**src/lpbpwm_consts.svh**
```systemverilog
// Register offsets, reset values, field positions and timing figures of the LED effect block.
// Assumes inclusion by bare name from the package and the design module.
`ifndef LPBPWM_CONSTS_SVH
`define LPBPWM_CONSTS_SVH
`define LPB_ADDR_PULSE_TWO_PERIOD_FIELD 8'h85
`define LPB_ADDR_BREATHE_PERIOD_FIELD 8'h86
`define LPB_ADDR_CFG 8'h88
`define LPB_ADDR_P1_DUTY 8'h90
`define LPB_ADDR_P2_DUTY 8'h91
`define LPB_ADDR_BR_DUTY 8'h92
`define LPB_ADDR_DR_DUTY 8'h93
`define LPB_RST_PULSE_TWO_PERIOD_FIELD 8'h14
`define LPB_RST_BREATHE_PERIOD_FIELD 8'h5d
`define LPB_RST_CFG 8'h04
`define LPB_RST_DUTY 8'hf0
`define LPB_PER_MASK 8'h7f
`define LPB_CFG_MASK 8'h7f
`define LPB_ALERT_BIT 6
`define LPB_P2CNT_HI 5
`define LPB_P2CNT_LO 3
`define LPB_P1CNT_HI 2
`define LPB_P1CNT_LO 0
`define LPB_TICK_MS 32
`define LPB_CLK_KHZ 25000
`define LPB_MIN_PER_STEPS 7'h05
`define LPB_PWM_MAX 7'h64
`endif

```
**src/lpbpwm_pkg.sv**
```systemverilog
// Types shared by the LED pulse and breathe effect block.
// Assumes the constants header sits beside it on the include path.
package lpbpwm_pkg;
  `include "lpbpwm_consts.svh"
  typedef enum logic [1:0] {
    LPB_BEH_DIRECT = 2'b00,
    LPB_BEH_PULSE1 = 2'b01,
    LPB_BEH_PULSE2 = 2'b10,
    LPB_BEH_BREATHE = 2'b11
  } lpb_beh_t;
  // Gray-coded along idle, rise, fall, settle.
  typedef enum logic [1:0] {
    LPB_ST_IDLE = 2'b00,
    LPB_ST_RISE = 2'b01,
    LPB_ST_FALL = 2'b11,
    LPB_ST_HOLD = 2'b10
  } lpb_state_t;
endpackage

```
**src/lpbpwm_top.sv**
```systemverilog
// One LED effect engine: period, count and duty registers plus the ramp and PWM output.
// Assumes a synchronous register port in the ref_clk domain and a 25 MHz ref_clk.
`timescale 1ns/1ps
`include "lpbpwm_consts.svh"

// Summary of operation
// - Pulse 2 period in 32 ms steps
// - Breathe period in 32 ms steps
// - Short periods clamp to the reachable minimum
// - Alert on host-started effect completion
// - Touch-started effects raise no alert
// - Pulse 2 breaths are code plus one
// - Pulse 1 breaths are code plus one
// - Separate duty limits per behaviour
// - Maximum duty code decode table
// - Minimum duty code decode table
// - Ramp minimum to maximum then back
// - Direct duty changes apply at once
// - Other behaviours latch settings on actuation
// - Pulse 2 counts breaths after stop
// - Rise and fall each half period
module lpbpwm_top #(
  parameter int TICK_CYCLES = (`LPB_CLK_KHZ * `LPB_TICK_MS)
) (
  input wire logic ref_clk,
  input wire logic rst_n,
  input wire logic reg_wr,
  input wire logic [7:0] reg_addr,
  input wire logic [7:0] reg_wdata,
  output logic [7:0] reg_rdata,
  input wire lpbpwm_pkg::lpb_beh_t led_behaviour_select,
  input wire logic led_polarity,
  input wire logic act_level,
  input wire logic act_by_host,
  output logic led_pwm,
  output logic alert_n
);
  import lpbpwm_pkg::*;

  typedef struct packed {
    logic [7:0] pulse_two_period_field;
    logic [7:0] breathe_period_field;
    logic [7:0] cfg;
    logic [7:0] p1_duty;
    logic [7:0] p2_duty;
    logic [7:0] br_duty;
    logic [7:0] dr_duty;
    logic [7:0] rdata;
    logic [22:0] tick_cnt;
    lpb_state_t st;
    lpb_beh_t beh;
    logic [6:0] lo;
    logic [6:0] hi;
    logic [6:0] half;
    logic [6:0] step;
    logic [3:0] left;
    logic host;
    logic stopping;
    logic act_d;
    logic [6:0] duty;
    logic [6:0] pwm_cnt;
    logic pwm;
    logic alert_n;
  } lpb_reg_t;

  lpb_reg_t q_r;
  lpb_reg_t q_nxt;

  // Top duty decode in percent.
  function automatic logic [6:0] top_pct(input logic [3:0] c);
    logic [6:0] p;
    case (c)
      4'h0: p = 7'd7;
      4'h1: p = 7'd9;
      4'h2: p = 7'd11;
      4'h3: p = 7'd14;
      4'h4: p = 7'd17;
      4'h5: p = 7'd20;
      4'h6: p = 7'd23;
      4'h7: p = 7'd26;
      4'h8: p = 7'd30;
      4'h9: p = 7'd35;
      4'ha: p = 7'd40;
      4'hb: p = 7'd46;
      4'hc: p = 7'd53;
      4'hd: p = 7'd63;
      4'he: p = 7'd77;
      default: p = 7'd100;
    endcase
    return p;
  endfunction

  // Floor duty decode is the top table shifted down one code.
  function automatic logic [6:0] floor_pct(input logic [3:0] c);
    logic [6:0] p;
    p = (c == 4'h0) ? 7'd0 : top_pct(c - 4'h1);
    return p;
  endfunction

  logic tick;
  logic act_rise;
  logic act_fall;
  logic [7:0] sel_duty;
  logic [6:0] sel_per;
  logic [2:0] sel_cnt;
  logic at_end;
  logic [6:0] ramp_duty;

  assign tick = (q_r.tick_cnt == 23'(TICK_CYCLES - 1));
  assign act_rise = act_level && !q_r.act_d;
  assign act_fall = !act_level && q_r.act_d;

  // Settings chosen for the behaviour being started.
  always_comb begin
    sel_per = q_r.breathe_period_field[6:0];
    sel_cnt = 3'h0;
    case (led_behaviour_select)
      LPB_BEH_DIRECT: sel_duty = q_r.dr_duty;
      LPB_BEH_PULSE1: begin
        sel_duty = q_r.p1_duty;
        sel_per = q_r.pulse_two_period_field[6:0];
        sel_cnt = q_r.cfg[`LPB_P1CNT_HI:`LPB_P1CNT_LO];
      end
      LPB_BEH_PULSE2: begin
        sel_duty = q_r.p2_duty;
        sel_per = q_r.pulse_two_period_field[6:0];
        sel_cnt = q_r.cfg[`LPB_P2CNT_HI:`LPB_P2CNT_LO];
      end
      default: sel_duty = q_r.br_duty;
    endcase
  end

  // Duty walks linearly between the latched limits across each half period.
  always_comb begin
    logic [13:0] span;
    span = 14'(q_r.hi - q_r.lo) * 14'(q_r.step);
    ramp_duty = (q_r.half == 7'h0) ? q_r.lo : 7'(q_r.lo + 7'(span / 14'(q_r.half)));
  end
  // A ramp ends on the tick after its last step, so one ramp spans exactly half ticks.
  assign at_end = tick && (q_r.step == 7'(q_r.half - 7'h1));

  always_comb begin
    logic [6:0] p;
    logic [6:0] fl;
    logic [6:0] tp;
    // Period halves in ticks; short periods clamp to the reachable floor.
    p = (sel_per < `LPB_MIN_PER_STEPS) ? `LPB_MIN_PER_STEPS : sel_per;
    // A floor programmed above the top is held at the top so that ramps stay monotonic.
    fl = floor_pct(sel_duty[3:0]);
    tp = top_pct(sel_duty[7:4]);
    q_nxt = q_r;
    q_nxt.act_d = act_level;
    q_nxt.tick_cnt = tick ? 23'h0 : 23'(q_r.tick_cnt + 23'h1);
    q_nxt.alert_n = 1'b1;
    // Register writes; the period bit 7 and config bit 7 read as zero.
    if (reg_wr) begin
      case (reg_addr)
        `LPB_ADDR_PULSE_TWO_PERIOD_FIELD: q_nxt.pulse_two_period_field = reg_wdata & `LPB_PER_MASK;
        `LPB_ADDR_BREATHE_PERIOD_FIELD: q_nxt.breathe_period_field = reg_wdata & `LPB_PER_MASK;
        `LPB_ADDR_CFG: q_nxt.cfg = reg_wdata & `LPB_CFG_MASK;
        `LPB_ADDR_P1_DUTY: q_nxt.p1_duty = reg_wdata;
        `LPB_ADDR_P2_DUTY: q_nxt.p2_duty = reg_wdata;
        `LPB_ADDR_BR_DUTY: q_nxt.br_duty = reg_wdata;
        `LPB_ADDR_DR_DUTY: q_nxt.dr_duty = reg_wdata;
        default: ;
      endcase
    end
    case (reg_addr)
      `LPB_ADDR_PULSE_TWO_PERIOD_FIELD: q_nxt.rdata = q_r.pulse_two_period_field;
      `LPB_ADDR_BREATHE_PERIOD_FIELD: q_nxt.rdata = q_r.breathe_period_field;
      `LPB_ADDR_CFG: q_nxt.rdata = q_r.cfg;
      `LPB_ADDR_P1_DUTY: q_nxt.rdata = q_r.p1_duty;
      `LPB_ADDR_P2_DUTY: q_nxt.rdata = q_r.p2_duty;
      `LPB_ADDR_BR_DUTY: q_nxt.rdata = q_r.br_duty;
      `LPB_ADDR_DR_DUTY: q_nxt.rdata = q_r.dr_duty;
      default: q_nxt.rdata = 8'h00;
    endcase
    // Actuation latches the ramp settings; later writes wait for re-actuation, except dr_duty, which Direct follows live.
    if (act_rise || (act_fall && led_behaviour_select == LPB_BEH_PULSE1)) begin
      q_nxt.beh = led_behaviour_select;
      q_nxt.lo = (fl > tp) ? tp : fl;
      q_nxt.hi = tp;
      q_nxt.half = 7'(p >> 1);
      q_nxt.left = {1'b0, sel_cnt} + 4'h1;
      q_nxt.host = act_by_host;
      q_nxt.stopping = (led_behaviour_select == LPB_BEH_PULSE1);
      q_nxt.step = 7'h0;
      q_nxt.st = LPB_ST_RISE;
    end else if (act_fall && q_r.st != LPB_ST_IDLE) begin
      if (q_r.beh == LPB_BEH_PULSE2) begin
        q_nxt.stopping = 1'b1;
      end else if (q_r.beh != LPB_BEH_PULSE1) begin
        q_nxt.st = LPB_ST_IDLE;
        q_nxt.alert_n = !(q_r.host && q_r.cfg[`LPB_ALERT_BIT]);
      end
    end else begin
      case (q_r.st)
        LPB_ST_RISE: begin
          if (q_r.beh == LPB_BEH_DIRECT) begin
            q_nxt.st = LPB_ST_RISE;
          end else if (at_end) begin
            q_nxt.st = LPB_ST_FALL;
            q_nxt.step = 7'h0;
          end else if (tick) begin
            q_nxt.step = 7'(q_r.step + 7'h1);
          end
        end
        LPB_ST_FALL: begin
          if (at_end) begin
            q_nxt.step = 7'h0;
            q_nxt.st = LPB_ST_RISE;
            if (q_r.stopping) begin
              q_nxt.left = 4'(q_r.left - 4'h1);
              if (q_r.left == 4'h1) begin
                q_nxt.st = LPB_ST_HOLD;
                q_nxt.alert_n = !(q_r.host && q_r.cfg[`LPB_ALERT_BIT]);
              end
            end
          end else if (tick) begin
            q_nxt.step = 7'(q_r.step + 7'h1);
          end
        end
        LPB_ST_HOLD: q_nxt.st = LPB_ST_HOLD;
        default: q_nxt.st = LPB_ST_IDLE;
      endcase
    end
    // Direct follows its duty register live, no re-actuation needed.
    case (q_r.st)
      LPB_ST_RISE: begin
        if (q_r.beh == LPB_BEH_DIRECT) begin
          q_nxt.duty = top_pct(q_r.dr_duty[7:4]);
        end else begin
          q_nxt.duty = ramp_duty;
        end
      end
      LPB_ST_FALL: q_nxt.duty = 7'(q_r.hi - (ramp_duty - q_r.lo));
      LPB_ST_HOLD: q_nxt.duty = q_r.lo;
      default: begin
        if (led_behaviour_select == LPB_BEH_DIRECT) begin
          q_nxt.duty = floor_pct(q_r.dr_duty[3:0]);
        end else begin
          q_nxt.duty = q_r.lo;
        end
      end
    endcase
    // PWM counter runs 0..99; polarity 1 drives high for the on share.
    q_nxt.pwm_cnt = (q_r.pwm_cnt == 7'(`LPB_PWM_MAX - 7'h1)) ? 7'h0 : 7'(q_r.pwm_cnt + 7'h1);
    q_nxt.pwm = (q_r.pwm_cnt < q_r.duty) ? led_polarity : !led_polarity;
  end

  // All state lives in one register; reset is synchronous.
  always_ff @(posedge ref_clk) begin
    if (!rst_n) begin
      q_r <= '0;
      q_r.pulse_two_period_field <= `LPB_RST_PULSE_TWO_PERIOD_FIELD;
      q_r.breathe_period_field <= `LPB_RST_BREATHE_PERIOD_FIELD;
      q_r.cfg <= `LPB_RST_CFG;
      q_r.p1_duty <= `LPB_RST_DUTY;
      q_r.p2_duty <= `LPB_RST_DUTY;
      q_r.br_duty <= `LPB_RST_DUTY;
      q_r.dr_duty <= `LPB_RST_DUTY;
      q_r.alert_n <= 1'b1;
    end else begin
      q_r <= q_nxt;
    end
  end

  assign reg_rdata = q_r.rdata;
  assign led_pwm = q_r.pwm;
  assign alert_n = q_r.alert_n;

  // The tick counter restarts once per tick period.
  tick_period_a: assert property (@(posedge ref_clk) disable iff (!rst_n)
    tick |=> q_r.tick_cnt == 23'h0)
    else $error("Tick counter did not wrap.");
  // Completion alerts only follow host-started effects with the alert bit set.
  alert_host_only_a: assert property (@(posedge ref_clk) disable iff (!rst_n)
    !alert_n |-> $past(q_r.host) && $past(q_r.cfg[`LPB_ALERT_BIT]))
    else $error("Alert without host start and enable.");
  // The alert is a single-cycle pulse.
  alert_pulse_a: assert property (@(posedge ref_clk) disable iff (!rst_n)
    !alert_n |=> alert_n)
    else $error("Alert held longer than a cycle.");
  // A ramping effect never runs on a half period below the clamp.
  half_min_a: assert property (@(posedge ref_clk) disable iff (!rst_n)
    q_r.st == LPB_ST_RISE && q_r.beh != LPB_BEH_DIRECT |-> q_r.half >= 7'h2)
    else $error("Half period below the clamp.");
  // The falling ramp stays between the limits it was started with.
  duty_range_a: assert property (@(posedge ref_clk) disable iff (!rst_n)
    q_r.st == LPB_ST_FALL |=> q_r.duty <= $past(q_r.hi) && q_r.duty >= $past(q_r.lo))
    else $error("Ramp duty outside limits.");
  // A settled LED sits at its floor duty.
  hold_floor_a: assert property (@(posedge ref_clk) disable iff (!rst_n)
    q_r.st == LPB_ST_HOLD ##1 q_r.st == LPB_ST_HOLD |-> q_r.duty == q_r.lo)
    else $error("Settled LED not at floor duty.");
  // Starting a Pulse 2 effect loads the breath count as code plus one.
  count_load_a: assert property (@(posedge ref_clk) disable iff (!rst_n)
    act_rise && led_behaviour_select == LPB_BEH_PULSE2 |=>
    q_r.left == {1'b0, $past(q_r.cfg[`LPB_P2CNT_HI:`LPB_P2CNT_LO])} + 4'h1)
    else $error("Breath count not code plus one.");
  // Starting a Pulse 1 effect loads its own breath count the same way.
  p1_count_a: assert property (@(posedge ref_clk) disable iff (!rst_n)
    act_rise && led_behaviour_select == LPB_BEH_PULSE1 |=>
    q_r.left == {1'b0, $past(q_r.cfg[`LPB_P1CNT_HI:`LPB_P1CNT_LO])} + 4'h1)
    else $error("Pulse 1 count not code plus one.");
  // Direct duty follows its duty register on the next cycle.
  direct_live_a: assert property (@(posedge ref_clk) disable iff (!rst_n)
    q_r.st == LPB_ST_RISE && q_r.beh == LPB_BEH_DIRECT && !act_fall |=>
    q_r.duty == top_pct($past(q_r.dr_duty[7:4])))
    else $error("Direct duty not applied at once.");
  // Every rising actuation edge restarts the ramp from its first step.
  ramp_start_a: assert property (@(posedge ref_clk) disable iff (!rst_n)
    act_rise |=> q_r.st == LPB_ST_RISE && q_r.step == 7'h0)
    else $error("Actuation did not start a ramp.");
  // The host flag is taken from the actuation source at the start edge.
  host_latch_a: assert property (@(posedge ref_clk) disable iff (!rst_n)
    act_rise |=> q_r.host == $past(act_by_host))
    else $error("Actuation source not latched.");
  // The step counter never passes the last step of a half period.
  ramp_step_a: assert property (@(posedge ref_clk) disable iff (!rst_n)
    q_r.st != LPB_ST_IDLE |-> q_r.step < q_r.half)
    else $error("Ramp step beyond half period.");
  // A latched floor never lies above the latched top.
  floor_top_a: assert property (@(posedge ref_clk) disable iff (!rst_n)
    q_r.st != LPB_ST_IDLE |-> q_r.lo <= q_r.hi)
    else $error("Floor duty above top duty.");
  // The end of a rise hands over to the fall on the same tick.
  ramp_turn_a: assert property (@(posedge ref_clk) disable iff (!rst_n)
    q_r.st == LPB_ST_RISE && q_r.beh != LPB_BEH_DIRECT && at_end && !act_rise && !act_fall
    |=> q_r.st == LPB_ST_FALL && q_r.step == 7'h0)
    else $error("Rise did not turn into a fall.");
  // The first step of a fall drives the top duty.
  peak_duty_a: assert property (@(posedge ref_clk) disable iff (!rst_n)
    q_r.st == LPB_ST_FALL && q_r.step == 7'h0 |=> q_r.duty == $past(q_r.hi))
    else $error("Fall did not start at top duty.");
  // Stopping a breathe effect returns it to idle.
  breathe_stop_a: assert property (@(posedge ref_clk) disable iff (!rst_n)
    act_fall && q_r.st != LPB_ST_IDLE && q_r.beh == LPB_BEH_BREATHE &&
    led_behaviour_select != LPB_BEH_PULSE1 |=> q_r.st == LPB_ST_IDLE)
    else $error("Breathe did not stop on release.");
  // Stopping a Pulse 2 effect starts the breath countdown.
  p2_stop_a: assert property (@(posedge ref_clk) disable iff (!rst_n)
    act_fall && q_r.st != LPB_ST_IDLE && q_r.beh == LPB_BEH_PULSE2 &&
    led_behaviour_select != LPB_BEH_PULSE1 |=> q_r.stopping)
    else $error("Pulse 2 did not start counting.");
  // The PWM counter wraps after one hundred clocks, one clock per percent.
  pwm_wrap_a: assert property (@(posedge ref_clk) disable iff (!rst_n)
    q_r.pwm_cnt == 7'(`LPB_PWM_MAX - 7'h1) |=> q_r.pwm_cnt == 7'h0)
    else $error("PWM counter did not wrap.");
endmodule

```
**config.mk**
```make
export PLATFORM = sky130hd
export DESIGN_NAME = lpbpwm_top
export DESIGN_NICKNAME = d
export VERILOG_FILES = /design/src/lpbpwm_pkg.sv /design/src/lpbpwm_top.sv
export VERILOG_INCLUDE_DIRS = /design/src /design/src/src
export SDC_FILE = /design/constraint.sdc
export NUM_CORES = 1
export LEC_CHECK = 0
export ABC_AREA = 0
export ABC_CLOCK_PERIOD_IN_PS = 46800
export BUFFER_PORTS_ARGS = -buffer_cell sky130_fd_sc_hd__buf_4
export CORE_UTILIZATION = 30
export DETAILED_ROUTE_END_ITERATION = 6
export SLEW_MARGIN = 10
export SYNTH_ARGS = -nofsm -noshare
export SYNTH_HDL_FRONTEND = slang
export SYNTH_SLANG_ARGS = --single-unit
```
**constraint.sdc**
```tcl
create_clock -name ref_clk -period 46.8 [get_ports ref_clk]
set_clock_uncertainty 0.05 [all_clocks]
set_input_delay 2.34 -clock ref_clk [delete_from_list [all_inputs] [get_ports ref_clk]]
set_output_delay 2.34 -clock ref_clk [all_outputs]
set_load 0.05 [all_outputs]
```
==> results.toml <==
[routing]
avgRoutedWirePerCell_um = 16.34
via_count = 13400
drtIter0Drc = 929
drt_first_pass_iters = 7
route.detailed.drc = 11
vias_per_cell = 5.359
routed_wl_um = 40870
antenna_left = 0

[sta]
period_minus_slack_ns = 35.62
rsz0062_at_grt = "no"
period_share = 0.7612
hold_viol_final = 0
slew_headroom = 0.2263
tightest_slew_ns = 1.161
drv_slew = 0
timing.fmax_mhz = 28.07
setup_viol = 0
tns_ns = 0

[layout]
layout_common_cells = "nand2_1, ha_1, nor2_1"
num_antenna_cells = 0
layout.cells.most_common = "nand2_1"
area_growth_pct = 8.856
layout-drive-gt1-share = 0.06363
final_nets = 2114

[synth]
synth_cell_types = 87
yosys_warnings = 0
syn-instance-count = 1895
synth_area_mm2 = 0.01474
synthFlopType = "dfxtp_1"
ys_top_cells_by_area = "dfxtp_1, ha_1, fa_1, nand2_1, a21oi_1"
synthArstFlopShare = 0
synth.net_count = 2136
synth_top_area_frac = 0.1970
yosysTopAreaCell = "dfxtp_1"
ys_ff_latch = 145
ys_seq_area_frac = 0.1970
synth_edf_count = 0
synth.avg_cell_area_um2 = 7.776

[placed_design]
routabilityCongestion = 0.8912
portBuffers = 33
hpwl_um = 31610

[clocking]
clk_pin_slew_ns = 0.07
numCtsBuffers = 17
cts-hold-fix-buffers = 0
cts_root_buffer = "clkbuf_16"
htreeDepth = 4
cts_setup_buffers = 0
ctsResizeCount = 0
cts_sinks = 145
clkLatencyLatePin_ns = 0.44
cts.path.max_buffers = 2
cts_tree = "done"

[critical_path]
crit_path_end_kind = "flip-flop"
slowest_delay_ns = 0.74
worstPathArrival_ns = 35.94
cp-startpoint = "q_r[45]$_SDFFE_PN0N_"
crit_fanout = 13
start_kind = "flip-flop"
worst_path_max_delay_cell = "nor3_1"
worstSetupPathType = "flip-flop to flip-flop"
worstPathRequired_ns = 47.11
r2r-start = "q_r[45]$_SDFFE_PN0N_"

[global_route]
grt_pass1_vias = 13140
grt_overflow_total = 0
grt_max_degree = 60
grt_usage = 0.1640
grt_antenna_before_repair = 0
grt_pass1_wl_um = 67360

[floorplanning]
die-width_um = 223.6
start_util = 0.3067
die_area_mm2 = 0.05001
rows = 80
core_area_mm2 = 0.04805
die_y_um = 223.6
ios = 34

[min_path]
worstHoldStart = "q_r[18]$_SDFFE_PN0N_"
worstHoldPathType = "flip-flop to flip-flop"

[outcome]
status = "complete, but fails checks"
violations = "DRC"

[flow_run]
maxCapViolCount = 0
==> layout make-up <==
class | count | area [um2]
timing repair buffer | 38 | 285.3
fill | 5113 | 32010
clock buffer | 18 | 439.2
clock inverter | 14 | 166.4
tap | 615 | 769.5
sequential | 145 | 2903
inverter | 141 | 529.3
multi-input combinational | 1530 | 10950
==> through the flow <==
step           worst slack, ns  instances    util  hold slack [ns]  instance area [um2]
6_report                 11.18       2501  0.3339           0.4028                16040
5_1_grt                  8.112       2501  0.3339           0.4209                16040
4_1_cts                  11.52       2501  0.3339           0.4034                16040
3_5_place_dp             11.59       2469  0.3213           0.3962                15430
3_3_place_gp             12.95       2469  0.3213           0.3886                15430
2_1_floorplan            15.94       1895       -           0.3706                14740
==> sequential cells by signal, summed over array words and instances (netlist names), named ones only <==
| signal | flops |
|---|---|
| q_r | 128 |
| reg_rdata | 8 |
| alert_n | 1 |
| led_pwm | 1 |
==> routing by layer <==
layer  vias to the layer above  wire (um)  GRT usage  part of all wire
li1                       6626          -          -                 -
met1                      6361      19270     0.2176              0.47
met2                       345      18980     0.2766              0.46
met3                        71       1580    0.01718             0.039
met4                         0       1045    0.05479             0.026
met5                         -          0          0                 0
==> cell families after synthesis <==
family	share of synthesized area
xor gates and xnor gates	0.06360
DFF	0.1970
adders and majority gates	0.2106
buffers and inverters	0.06003
AOI/OAI and AO/OA	0.2022
muxes	0.04025
and+or+nand+nor	0.2264
==> synth_stat cells, drive strengths merged (30+ instances only) <==
master and n:
mux2i 33, a21oi 137, a21o 30, nand3 77, and2 43, xor2 43, clkbuf 61, o21a 36
inv 141, nand2 233, fa 49, xnor2 64, nor3 47, ha 168, o21ai 70, dfxtp 145
nor2 167
==> path summary, 6_finish.rpt <==
path                                        endpoint  slack (ns)  cells past startpoint
worst max-delay path              q_r[15]$_SDFF_PN0_       11.18                    149
worst min-delay path            q_r[18]$_SDFFE_PN0N_        0.40                      2
worst max register to register    q_r[15]$_SDFF_PN0_       11.18                    149
worst min register to register  q_r[18]$_SDFFE_PN0N_        0.40                      2
==> critical path, delay by kind of cell (launching register included) <==
kind | cells | cell delay [ns]
flops | 1 | 0.54
simple gates | 40 | 9.29
compound gates | 71 | 15.06
xor+xnor | 4 | 0.68
buf+inv | 8 | 1.00
fa+ha+maj | 24 | 8.13
mux | 2 | 0.77
Power is not shown: default switching activity piles up to over one toggle a cycle in this logic, so the estimate is an artifact.
